==> src/fqb_consts.vh <==
`ifndef FQB_CONSTS_VH
`define FQB_CONSTS_VH

// Register byte offsets on the bus
`define FQB_OFS_CONTROL 12'h000
`define FQB_OFS_COND 12'h004
`define FQB_OFS_COUNT 12'h008
`define FQB_OFS_LINK 12'h00C
`define FQB_OFS_FETCH_PC 12'h010
`define FQB_OFS_STATUS 12'h014
`define FQB_OFS_MISPREDICT 12'h018

// Control register fields and reset values
`define FQB_CTL_FETCH_EN 0
`define FQB_RST_CONTROL 32'h0000_0000
`define FQB_RST_WORD 32'h0000_0000

// Status register fields
`define FQB_STS_QVALID_LO 0
`define FQB_STS_OUTSTANDING 3
`define FQB_STS_DISCARD 4
`define FQB_STS_SPEC_LO 8

// Instruction encoding fields
`define FQB_OP_UNCOND 6'h12
`define FQB_OP_COND 6'h10
`define FQB_OP_EXT 6'h13
`define FQB_XO_VIA_LINK 10'h010
`define FQB_XO_VIA_COUNT 10'h210

// Speculative fetch limits, in instructions
`define FQB_SPEC_LIMIT_CACHED 3'h5
`define FQB_SPEC_LIMIT_UNCACHED 3'h2

// Step from one instruction word to the next
`define FQB_WORD_STEP 32'h0000_0004

`endif

==> src/fqb_branch_eval.v <==
`timescale 1ns/10ps
`include "fqb_consts.vh"

// Branch decode, target, outcome and static prediction for one queue slot
module fqb_branch_eval (
  input wire [31:0] instr,
  input wire [31:0] addr,
  input wire [31:0] condReg,
  input wire [31:0] countReg,
  input wire [31:0] linkReg,
  output wire isBranch,
  output wire taken,
  output wire predictTaken,
  output wire ctrDecrement,
  output wire [31:0] target,
  output wire [31:0] ctrNext
);
  wire [5:0] opcode = instr[31:26];
  wire [9:0] extOp = instr[10:1];
  wire isUncond = (opcode == `FQB_OP_UNCOND);
  wire isCondDisp = (opcode == `FQB_OP_COND);
  wire viaLink = (extOp == `FQB_XO_VIA_LINK);
  wire isCondReg = (opcode == `FQB_OP_EXT) && (viaLink || (extOp == `FQB_XO_VIA_COUNT));
  // Option bits, numbered here with bit 0 as the leftmost field bit
  wire crIgnore = instr[25];
  wire crValue = instr[24];
  wire ctrIgnore = instr[23];
  wire ctrZero = instr[22];
  wire reversePredict = instr[21];
  wire [4:0] bitSelect = instr[20:16];
  wire absFlag = instr[1];
  wire [31:0] longDisp;
  wire [31:0] shortDisp;
  wire [31:0] dispTarget;
  wire [31:0] regTarget;
  wire crBit;
  wire ctrOk;
  wire condOk;
  wire alwaysForm;
  wire signBit;

  assign longDisp = {{6{instr[25]}}, instr[25:2], 2'b00};
  assign shortDisp = {{16{instr[15]}}, instr[15:2], 2'b00};
  // absolute form adds zero, so negatives wrap high
  assign dispTarget = (absFlag ? `FQB_RST_WORD : addr) + (isUncond ? longDisp : shortDisp);
  // Register forms drop the two low bits of the target
  assign regTarget = viaLink ? {linkReg[31:2], 2'b00} : {countReg[31:2], 2'b00};
  assign target = isCondReg ? regTarget : dispTarget;

  // leftmost bit is bit 0, hence the inverted select
  assign crBit = condReg[~bitSelect];
  assign condOk = crIgnore | (crBit == crValue);
  assign ctrNext = countReg - `FQB_WORD_STEP / 32'h0000_0004;
  assign ctrOk = ctrIgnore | ((ctrNext == `FQB_RST_WORD) == ctrZero);
  assign ctrDecrement = (isCondDisp | isCondReg) & ~ctrIgnore;
  assign taken = isUncond | (ctrOk & condOk);
  assign isBranch = isUncond | isCondDisp | isCondReg;

  // default prediction from always-form or sign
  assign alwaysForm = crIgnore & ctrIgnore;
  assign signBit = isCondDisp & instr[15];
  assign predictTaken = isUncond | alwaysForm | (signBit ^ reversePredict);
endmodule // fqb_branch_eval

==> src/fqb_fetch_queue.v <==
// Local design decisions: register access over APB and the register addresses.
`timescale 1ns/10ps
`include "fqb_consts.vh"

module fqb_fetch_queue (
  input wire clk_sys,
  input wire reset,
  input wire psel,
  input wire penable,
  input wire pwrite,
  input wire [11:0] paddr,
  input wire [31:0] pwdata,
  output reg [31:0] prdata,
  output reg pready,
  output reg pslverr,
  input wire exuRequest,
  input wire exuTake,
  input wire condReady,
  output reg decodeValid,
  output reg [31:0] decodeInstr,
  output reg [31:0] decodeAddr,
  output reg fetchReq,
  output reg [31:0] fetchAddr,
  output reg [1:0] fetchMax,
  input wire icuValid,
  input wire icuTwo,
  input wire icuCacheable,
  input wire [31:0] icuData0,
  input wire [31:0] icuData1,
  output reg cacheWrite,
  output reg cacheWriteTwo,
  output reg [31:0] cacheWriteAddr,
  output reg [31:0] cacheWriteData0,
  output reg [31:0] cacheWriteData1,
  output reg branchMispredict
);
  // Slot 0 is decode, 1 near prefetch, 2 far prefetch
  reg [2:0] qValid;
  reg [2:0] qPredicted;
  reg [2:0] qPredTaken;
  reg [31:0] qInstr [0:2];
  reg [31:0] qAddr [0:2];
  reg [31:0] control;
  reg [31:0] condReg;
  reg [31:0] countReg;
  reg [31:0] linkReg;
  reg [31:0] fetchPc;
  reg [31:0] mispredictCount;
  reg outstanding;
  reg discardPending;
  reg pathCacheable;
  reg [2:0] specCount;
  reg [2:0] next_qValid;
  reg [2:0] next_qPredicted;
  reg [2:0] next_qPredTaken;
  reg [31:0] next_qInstr [0:2];
  reg [31:0] next_qAddr [0:2];
  reg [31:0] next_fetchPc;
  reg [1:0] placed;
  reg redirect;
  integer k;
  integer j;

  wire dBranch;
  wire dTaken;
  wire dPredict;
  wire dCtrDec;
  wire [31:0] dTarget;
  wire [31:0] dCtrNext;
  wire nBranch;
  wire nPredict;
  wire [31:0] nTarget;

  // decode slot evaluator resolves and predicts
  fqb_branch_eval decodeEval (
    .instr(qInstr[0]),
    .addr(qAddr[0]),
    .condReg(condReg),
    .countReg(countReg),
    .linkReg(linkReg),
    .isBranch(dBranch),
    .taken(dTaken),
    .predictTaken(dPredict),
    .ctrDecrement(dCtrDec),
    .target(dTarget),
    .ctrNext(dCtrNext)
  );

  fqb_branch_eval nearEval (
    .instr(qInstr[1]),
    .addr(qAddr[1]),
    .condReg(condReg),
    .countReg(countReg),
    .linkReg(linkReg),
    .isBranch(nBranch),
    .taken(),
    .predictTaken(nPredict),
    .ctrDecrement(),
    .target(nTarget),
    .ctrNext()
  );

  // Count of a small set of valid bits
  function [1:0] fqb_count3;
    input [2:0] v;
    begin
      fqb_count3 = {1'b0, v[0]} + {1'b0, v[1]} + {1'b0, v[2]};
    end
  endfunction

  // Bus phases; writes land only at the completing access edge
  wire setup = psel & ~penable;
  wire busWrite = psel & penable & pready & pwrite & ~pslverr;
  wire pcWrite = busWrite && (paddr == `FQB_OFS_FETCH_PC);

  // a branch leaves decode only once its inputs are ready
  wire consume = exuTake & qValid[0] & (~dBranch | condReady);
  wire resolveBranch = consume & dBranch;
  wire mispredict = resolveBranch & (dTaken != qPredTaken[0]);
  wire decodePredTaken = qValid[0] & dBranch & ~qPredicted[0] & ~consume & dPredict;
  wire nearPredTaken = qValid[1] & nBranch & ~qPredicted[1] & nPredict;
  wire specActive = qValid[0] & dBranch;
  wire [2:0] specLimit = pathCacheable ? `FQB_SPEC_LIMIT_CACHED : `FQB_SPEC_LIMIT_UNCACHED;
  wire [2:0] specRoom = specActive ? (specLimit - specCount) : 3'h2;
  wire [1:0] freeSlots = 2'h3 - fqb_count3(qValid);
  wire accept = icuValid & outstanding & ~discardPending & ~redirect & ~pcWrite;

  // Queue next state: mark predictions, flush, shift, then fill
  always @* begin
    next_qValid = qValid;
    next_qPredicted = qPredicted;
    next_qPredTaken = qPredTaken;
    next_fetchPc = fetchPc;
    redirect = 1'b0;
    placed = 2'h0;
    for (k = 0; k < 3; k = k + 1) begin
      next_qInstr[k] = qInstr[k];
      next_qAddr[k] = qAddr[k];
    end
    if (qValid[1] && nBranch && !qPredicted[1]) begin
      next_qPredicted[1] = 1'b1;
      next_qPredTaken[1] = nPredict;
    end
    if (qValid[0] && dBranch && !qPredicted[0]) begin
      next_qPredicted[0] = 1'b1;
      next_qPredTaken[0] = dPredict & ~consume;
    end
    if (mispredict) begin
      next_qValid = 3'h0;
      redirect = 1'b1;
      next_fetchPc = dTaken ? dTarget : qAddr[0] + `FQB_WORD_STEP;
    end else if (decodePredTaken) begin
      next_qValid[2:1] = 2'h0;
      redirect = 1'b1;
      next_fetchPc = dTarget;
    end else if (nearPredTaken) begin
      next_qValid[2] = 1'b0;
      redirect = 1'b1;
      next_fetchPc = nTarget;
    end
    if (pcWrite) begin
      next_qValid = 3'h0;
      next_fetchPc = {pwdata[31:2], 2'b00};
    end
    if (consume) begin
      next_qValid = {1'b0, next_qValid[2:1]};
      next_qPredicted = {1'b0, next_qPredicted[2:1]};
      next_qPredTaken = {1'b0, next_qPredTaken[2:1]};
      next_qInstr[0] = qInstr[1];
      next_qAddr[0] = qAddr[1];
      next_qInstr[1] = qInstr[2];
      next_qAddr[1] = qAddr[2];
    end
    // a pair into an empty queue lands in decode and near
    // far slot catches what a stalled decode cannot take
    if (accept) begin
      for (k = 0; k < 3; k = k + 1) begin
        if (!next_qValid[k] && placed < (icuTwo ? 2'h2 : 2'h1)) begin
          next_qValid[k] = 1'b1;
          next_qPredicted[k] = 1'b0;
          next_qPredTaken[k] = 1'b0;
          next_qInstr[k] = (placed == 2'h0) ? icuData0 : icuData1;
          next_qAddr[k] = (placed == 2'h0) ? fetchAddr : fetchAddr + `FQB_WORD_STEP;
          placed = placed + 2'h1;
        end
      end
      next_fetchPc = fetchAddr + (placed == 2'h2 ? 32'h0000_0008 : `FQB_WORD_STEP);
    end
  end

  // Queue slots and decode outputs
  always @(posedge clk_sys) begin
    if (reset) begin
      qValid <= 3'h0;
      qPredicted <= 3'h0;
      qPredTaken <= 3'h0;
      for (j = 0; j < 3; j = j + 1) begin
        qInstr[j] <= `FQB_RST_WORD;
        qAddr[j] <= `FQB_RST_WORD;
      end
      fetchPc <= `FQB_RST_WORD;
      decodeValid <= 1'b0;
      decodeInstr <= `FQB_RST_WORD;
      decodeAddr <= `FQB_RST_WORD;
    end else begin
      qValid <= next_qValid;
      qPredicted <= next_qPredicted;
      qPredTaken <= next_qPredTaken;
      for (j = 0; j < 3; j = j + 1) begin
        qInstr[j] <= next_qInstr[j];
        qAddr[j] <= next_qAddr[j];
      end
      fetchPc <= next_fetchPc;
      // decode slot mirrored for the execution unit's stages
      decodeValid <= next_qValid[0];
      decodeInstr <= next_qInstr[0];
      decodeAddr <= next_qAddr[0];
    end
  end

  // Fetch requests and speculation accounting
  always @(posedge clk_sys) begin
    if (reset) begin
      fetchReq <= 1'b0;
      fetchAddr <= `FQB_RST_WORD;
      fetchMax <= 2'h0;
      outstanding <= 1'b0;
      discardPending <= 1'b0;
      pathCacheable <= 1'b1;
      specCount <= 3'h0;
    end else begin
      fetchReq <= 1'b0;
      if (icuValid && outstanding) begin
        outstanding <= 1'b0;
        discardPending <= 1'b0;
        pathCacheable <= icuCacheable;
      end else if ((redirect || pcWrite) && outstanding) begin
        // In-flight answer belongs to the abandoned path
        discardPending <= 1'b1;
      end
      if (resolveBranch || pcWrite || mispredict) begin
        specCount <= 3'h0;
      end else if (accept && specActive) begin
        specCount <= specCount + {1'b0, placed};
      end
      // only on the execution unit's demand
      // no request when both prefetch slots are full
      if (control[`FQB_CTL_FETCH_EN] && exuRequest && !outstanding && !icuValid
          && !redirect && !pcWrite && freeSlots != 2'h0 && specRoom != 3'h0) begin
        fetchReq <= 1'b1;
        fetchAddr <= fetchPc;
        fetchMax <= (freeSlots == 2'h1 || specRoom == 3'h1) ? 2'h1 : 2'h2;
        outstanding <= 1'b1;
      end
    end
  end

  // Cache array fill, kept even for answers the queue drops
  always @(posedge clk_sys) begin
    if (reset) begin
      cacheWrite <= 1'b0;
      cacheWriteTwo <= 1'b0;
      cacheWriteAddr <= `FQB_RST_WORD;
      cacheWriteData0 <= `FQB_RST_WORD;
      cacheWriteData1 <= `FQB_RST_WORD;
    end else begin
      // only cacheable words reach the array
      cacheWrite <= icuValid & outstanding & icuCacheable;
      if (icuValid && outstanding) begin
        cacheWriteTwo <= icuTwo;
        cacheWriteAddr <= fetchAddr;
        cacheWriteData0 <= icuData0;
        cacheWriteData1 <= icuData1;
      end
    end
  end

  // Branch state registers and bus writes
  always @(posedge clk_sys) begin
    if (reset) begin
      control <= `FQB_RST_CONTROL;
      condReg <= `FQB_RST_WORD;
      countReg <= `FQB_RST_WORD;
      linkReg <= `FQB_RST_WORD;
      mispredictCount <= `FQB_RST_WORD;
      branchMispredict <= 1'b0;
    end else begin
      branchMispredict <= mispredict;
      if (mispredict) begin
        mispredictCount <= mispredictCount + 32'h0000_0001;
      end
      if (resolveBranch && dCtrDec) begin
        countReg <= dCtrNext;
      end
      // A bus write in the same cycle wins over the decrement
      if (busWrite) begin
        case (paddr)
          `FQB_OFS_CONTROL: control <= {31'h0000_0000, pwdata[`FQB_CTL_FETCH_EN]};
          `FQB_OFS_COND: condReg <= pwdata;
          `FQB_OFS_COUNT: countReg <= pwdata;
          `FQB_OFS_LINK: linkReg <= pwdata;
          `FQB_OFS_MISPREDICT: mispredictCount <= `FQB_RST_WORD;
          default: control <= control;
        endcase
      end
    end
  end

  // Bus answer prepared in setup, shown in the single access cycle
  always @(posedge clk_sys) begin
    if (reset) begin
      prdata <= `FQB_RST_WORD;
      pready <= 1'b0;
      pslverr <= 1'b0;
    end else begin
      pready <= setup;
      if (setup) begin
        pslverr <= 1'b0;
        prdata <= `FQB_RST_WORD;
        case (paddr)
          `FQB_OFS_CONTROL: prdata <= control;
          `FQB_OFS_COND: prdata <= condReg;
          `FQB_OFS_COUNT: prdata <= countReg;
          `FQB_OFS_LINK: prdata <= linkReg;
          `FQB_OFS_FETCH_PC: prdata <= fetchPc;
          `FQB_OFS_STATUS: prdata <= {21'h00_0000, specCount, 3'h0, discardPending,
            outstanding, qValid};
          `FQB_OFS_MISPREDICT: prdata <= mispredictCount;
          default: pslverr <= 1'b1;
        endcase
      end else begin
        pslverr <= 1'b0;
      end
    end
  end
endmodule // fqb_fetch_queue

==> config.mk <==
export PLATFORM = sky130hd
export DESIGN_NAME = fqb_fetch_queue
export DESIGN_NICKNAME = d
export VERILOG_FILES = /design/src/fqb_branch_eval.v /design/src/fqb_fetch_queue.v
export VERILOG_INCLUDE_DIRS = /design/src /design/src/src
export SDC_FILE = /design/constraint.sdc
export NUM_CORES = 2
export LEC_CHECK = 0
export BUFFER_PORTS_ARGS = -buffer_cell sky130_fd_sc_hd__buf_2
export CORE_ASPECT_RATIO = 0.75
export CORE_UTILIZATION = 60
export DETAILED_ROUTE_END_ITERATION = 7
export PLACE_DENSITY = 0.81
export SLEW_MARGIN = 10
export SYNTH_ARGS = -nofsm -noshare
export SYNTH_HDL_FRONTEND = slang
export SYNTH_SLANG_ARGS = --single-unit
==> constraint.sdc <==
create_clock -name clk_sys -period 13.9 [get_ports clk_sys]
set_clock_uncertainty 0.15 [all_clocks]
set_input_delay 0.695 -clock clk_sys [delete_from_list [all_inputs] [get_ports clk_sys]]
set_output_delay 0.695 -clock clk_sys [all_outputs]
set_load 0.02 [all_outputs]
==> run_results.csv <==
group,metric,value,unit
setup_path,worstRegToRegCells,27,
pwr,p_per_area,88.3,nW/µm²
sta,hold_viol,0,
hold_path,holdPathEnd,"cacheWriteData1[27]$_SDFFE_PP0P_",
hold_path,whs_path_depth,3,
setup_path,cp.required,14.27,ns
pwr,combPwrFrac,3.3,%
cts,cts.path.max_buffers,3,
final_layout,area_delta_synth_final,10.5,%
global_routing,antenna_found_initial,12,
cts,cts_resized,0,
place,port_buffers,351,
sta,fin_crit,8.95,ns
yosys,synth-seq-cells,536,
yosys,syn_inst,4252,
route,drt_iter0_drc,6344,
cts,cts_hold_buffers,0,
global_routing,gr-usage-met2,66.2,%
floorplan,dieWidth,269,µm
global_routing,grt_use_met3,21.8,%
setup_path,start_kind,"register",
yosys,synthFlopType,"dfxtp_1",
global_routing,grt.overflow.total,0,
global_routing,grtUsageTotal,50.0,%
yosys,yosys_warnings,0,
global_routing,top_usage_layer,"met1",
setup_path,path_class,"register to register",
setup_path,r2r-start,"decodeInstr[16]$_SDFF_PP0_",
final_layout,finalNetCount,4524,
sta,grt_setup_unrepaired,"no",
cts,cts_setup_buffers,0,
route,drt_first_pass_iters,7,
global_routing,first_global_vias,30000,
setup_path,critPathMaxFanout,34,
pwr,power_switching,0.749,mW
sta,setup_tns,0,ns
setup_path,r2r_slack,4.95,ns
yosys,synth_top_cell_by_area,"dfxtp_1",
yosys,syn_area,32000,µm²
cts,clk_latency,0.65,ns
hold_path,hold_start,"icuData1[27]",
pwr,total_power,3.13,mW
floorplan,rows,72,
setup_path,crit_path_end_kind,"register",
place,gp_congestion,1.08,
floorplan,initial_utilization,61.4,%
cts,clk_pin_slew,0.07,ns
yosys,syn-num-nets,4446,
route,via_per_inst,6.77,
floorplan,fp.coreArea,52200,µm²
yosys,avgSynthCellArea,7.53,µm²
pwr,switching_share,24.0,%
floorplan,die_area,54300,µm²
cts,cts_tree,"done",
sta,setup_viol_count_final,0,
yosys,synthArstFlopShare,0,%
pwr,leakage,13.7,nW
route,wire_per_inst,27.6,µm
route,ant_nets,0,
job,drv_cap,0,
cts,cts_buffers,52,
route,routed_wl,140000,µm
pwr,p_clk_share,47.5,%
cts,cts.htree.levels,2,
route,vias,34400,
hold_path,hold_path.class,"input port to register",
sta,max_slew.worst_pin.slew,1.34,ns
final_layout,mostFrequentLayoutCells,"nand2_1 (796), dfxtp_1 (535), a21oi_1 (427)",
global_routing,grt_util_met1,70.6,%
final_layout,drive_above_1_share,13.9,%
sta,fmax,0.112,GHz
yosys,yosysSeqAreaShare,33.5,%
yosys,synth-edff-count,0,
sta,maxSlewHeadroom,9.62,%
setup_path,r2r_end,"fetchPc[26]$_SDFFE_PP0P_",
sta,timing.final.crit_share,64.4,%
pwr,seqPwrFrac,49.2,%
yosys,yosys.cell_types.count,89,
cts,cts_sinks,536,
pwr,ir_drop,101,µV
yosys,synth_top_area_share,33.5,%
status,status,"completed",
global_routing,grt_max_degree,175,
place,dpl.hpwl,102000,µm
yosys,ys_top_cells_by_area,"dfxtp_1 (34%), nand2_1 (9.4%), a21oi_1 (6.7%)",
setup_path,arrival,9.32,ns
final_layout,final_common_cell,"nand2_1",
floorplan,die_y,202,µm
global_routing,grt_pass1_wl,202000,µm
cts,cts.root.buffer_cell,"clkbuf_16",
sta,drv_slew,0,
floorplan,ioPinCount,352,
route,drc,0,
pwr,p_int,2.38,mW
[power groups by stage]
| stage | clock network, mW | registers [mW] | logic (mW) |
|---|---|---|---|
| floorplan | 0 | 1.57 | 0.0392 |
| global placement | 0 | 1.57 | 0.0966 |
| detailed placement | 0 | 1.57 | 0.0965 |
| CTS | 1.47 | 1.54 | 0.0969 |
| global route | 1.54 | 1.54 | 0.104 |
| finish | 1.48 | 1.54 | 0.103 |
[registers in the layout (all words and copies together) (netlist names), 3 cells and up]
signal           count
mispredictCount     32
fetchAddr           32
countReg            32
qPredTaken           3
specCount            3
cacheWriteData1     32
linkReg             32
qAddr               65
condReg             32
decodeInstr         31
prdata              32
cacheWriteData0     32
decodeAddr          31
qValid               3
qInstr              65
qPredicted           3
fetchPc             32
cacheWriteAddr      32
[synth_stat cells, types with 13 or more instances]
cell,n
a22oi_1,39
a31o_2,13
nand3_1,78
o22ai_1,18
inv_1,37
or3_1,34
o211ai_1,26
o221ai_1,29
ha_1,69
nand2b_1,19
nand2_1,799
nor2b_1,69
nand4_1,27
and3_1,40
o21a_1,14
a221oi_1,24
a21oi_1,427
dfxtp_1,536
nor3_1,76
a211oi_1,125
buf_2,26
xor2_1,70
mux2i_1,165
buf_1,17
nor2_1,428
clkbuf_1,298
xnor2_1,136
nor4_1,41
buf_4,67
a21o_1,35
a31oi_1,27
o21ai_0,195
a311oi_1,64
[area by class of cell]
cell class | instances | area (µm²)
multi-input combinational | 3268 | 19500
fill | 4380 | 16800
sequential | 536 | 10700
timing repair buffer | 434 | 2400
clock buffer | 72 | 1500
tap | 703 | 880
clock inverter | 21 | 253
inverter | 38 | 143
antenna | 5 | 12.5
[kinds of logic after synthesis]
logic type	count (synthesis)	share of synthesized area, %
XOR/XNOR	206	5.63
AO/OA/AOI/OAI	1111	22.1
buffers and inverters	448	6.18
adder cells (fa/ha/maj)	75	3.07
multiplexers	187	6.28
flip-flops	536	33.5
AND/OR/NAND/NOR	1689	23.3
[routing by layer]
metal	wire length, µm	part of all wire [%]	vias up
met5	268	0.19	-
met2	53900	38	2721
met1	56000	40	16100
li1	-	-	15100
met4	6240	4.4	14
met3	23800	17	438
[worst max-delay path, stage by stage (launching register included)]
cell and delay [ns]:
dfxtp_1 0.84, mux4_2 0.64, mux4_2 0.50, mux2i_1 0.23, xnor2_1 0.16, or3b_2 0.51
nand3_1 0.10, buf_4 0.38, mux2i_1 0.29, nor2_1 0.60, nand2_1 0.19, o21ai_0 0.15
ha_2 0.33, o21a_1 0.18, nor2_1 0.13, nand2b_1 0.15, o311a_1 0.16, mux2i_1 0.34
ha_1 0.25, inv_1 0.06, fa_1 0.44, or2_2 0.39, nor3_1 0.44, nand4_1 0.25
or3_1 0.38, a21oi_1 0.14, a211oi_1 0.06, a311oi_1 0.30
[per-stage QoR]
step	area, µm²	std cells	worst slack, ns	hold WS [ns]	util (%)
floorplan	32000	4252	6.31	0.286	-
global placement	33600	4979	5.58	0.288	64.4
detailed placement	33600	4979	5.37	0.293	64.4
CTS	35400	5072	5.22	0.150	67.8
global route	35400	5072	4.52	0.166	67.8
finish	35400	5077	4.95	0.161	67.8
[worst max path at each step]
stage,start,endpoint,slack [ns],depth (start not counted)
final,decodeInstr[16]$_SDFF_PP0_,fetchPc[26]$_SDFFE_PP0P_,4.95,27
after global routing,decodeInstr[16]$_SDFF_PP0_,fetchPc[26]$_SDFFE_PP0P_,4.52,27
after CTS,decodeInstr[16]$_SDFF_PP0_,fetchPc[26]$_SDFFE_PP0P_,5.22,27
after detailed placement,decodeInstr[16]$_SDFF_PP0_,fetchPc[26]$_SDFFE_PP0P_,5.37,27
after global placement,decodeInstr[16]$_SDFF_PP0_,fetchPc[26]$_SDFFE_PP0P_,5.58,27
after floorplan,decodeInstr[17]$_SDFF_PP0_,fetchPc[26]$_SDFFE_PP0P_,6.31,27
(Power assumes the default switching activity.)
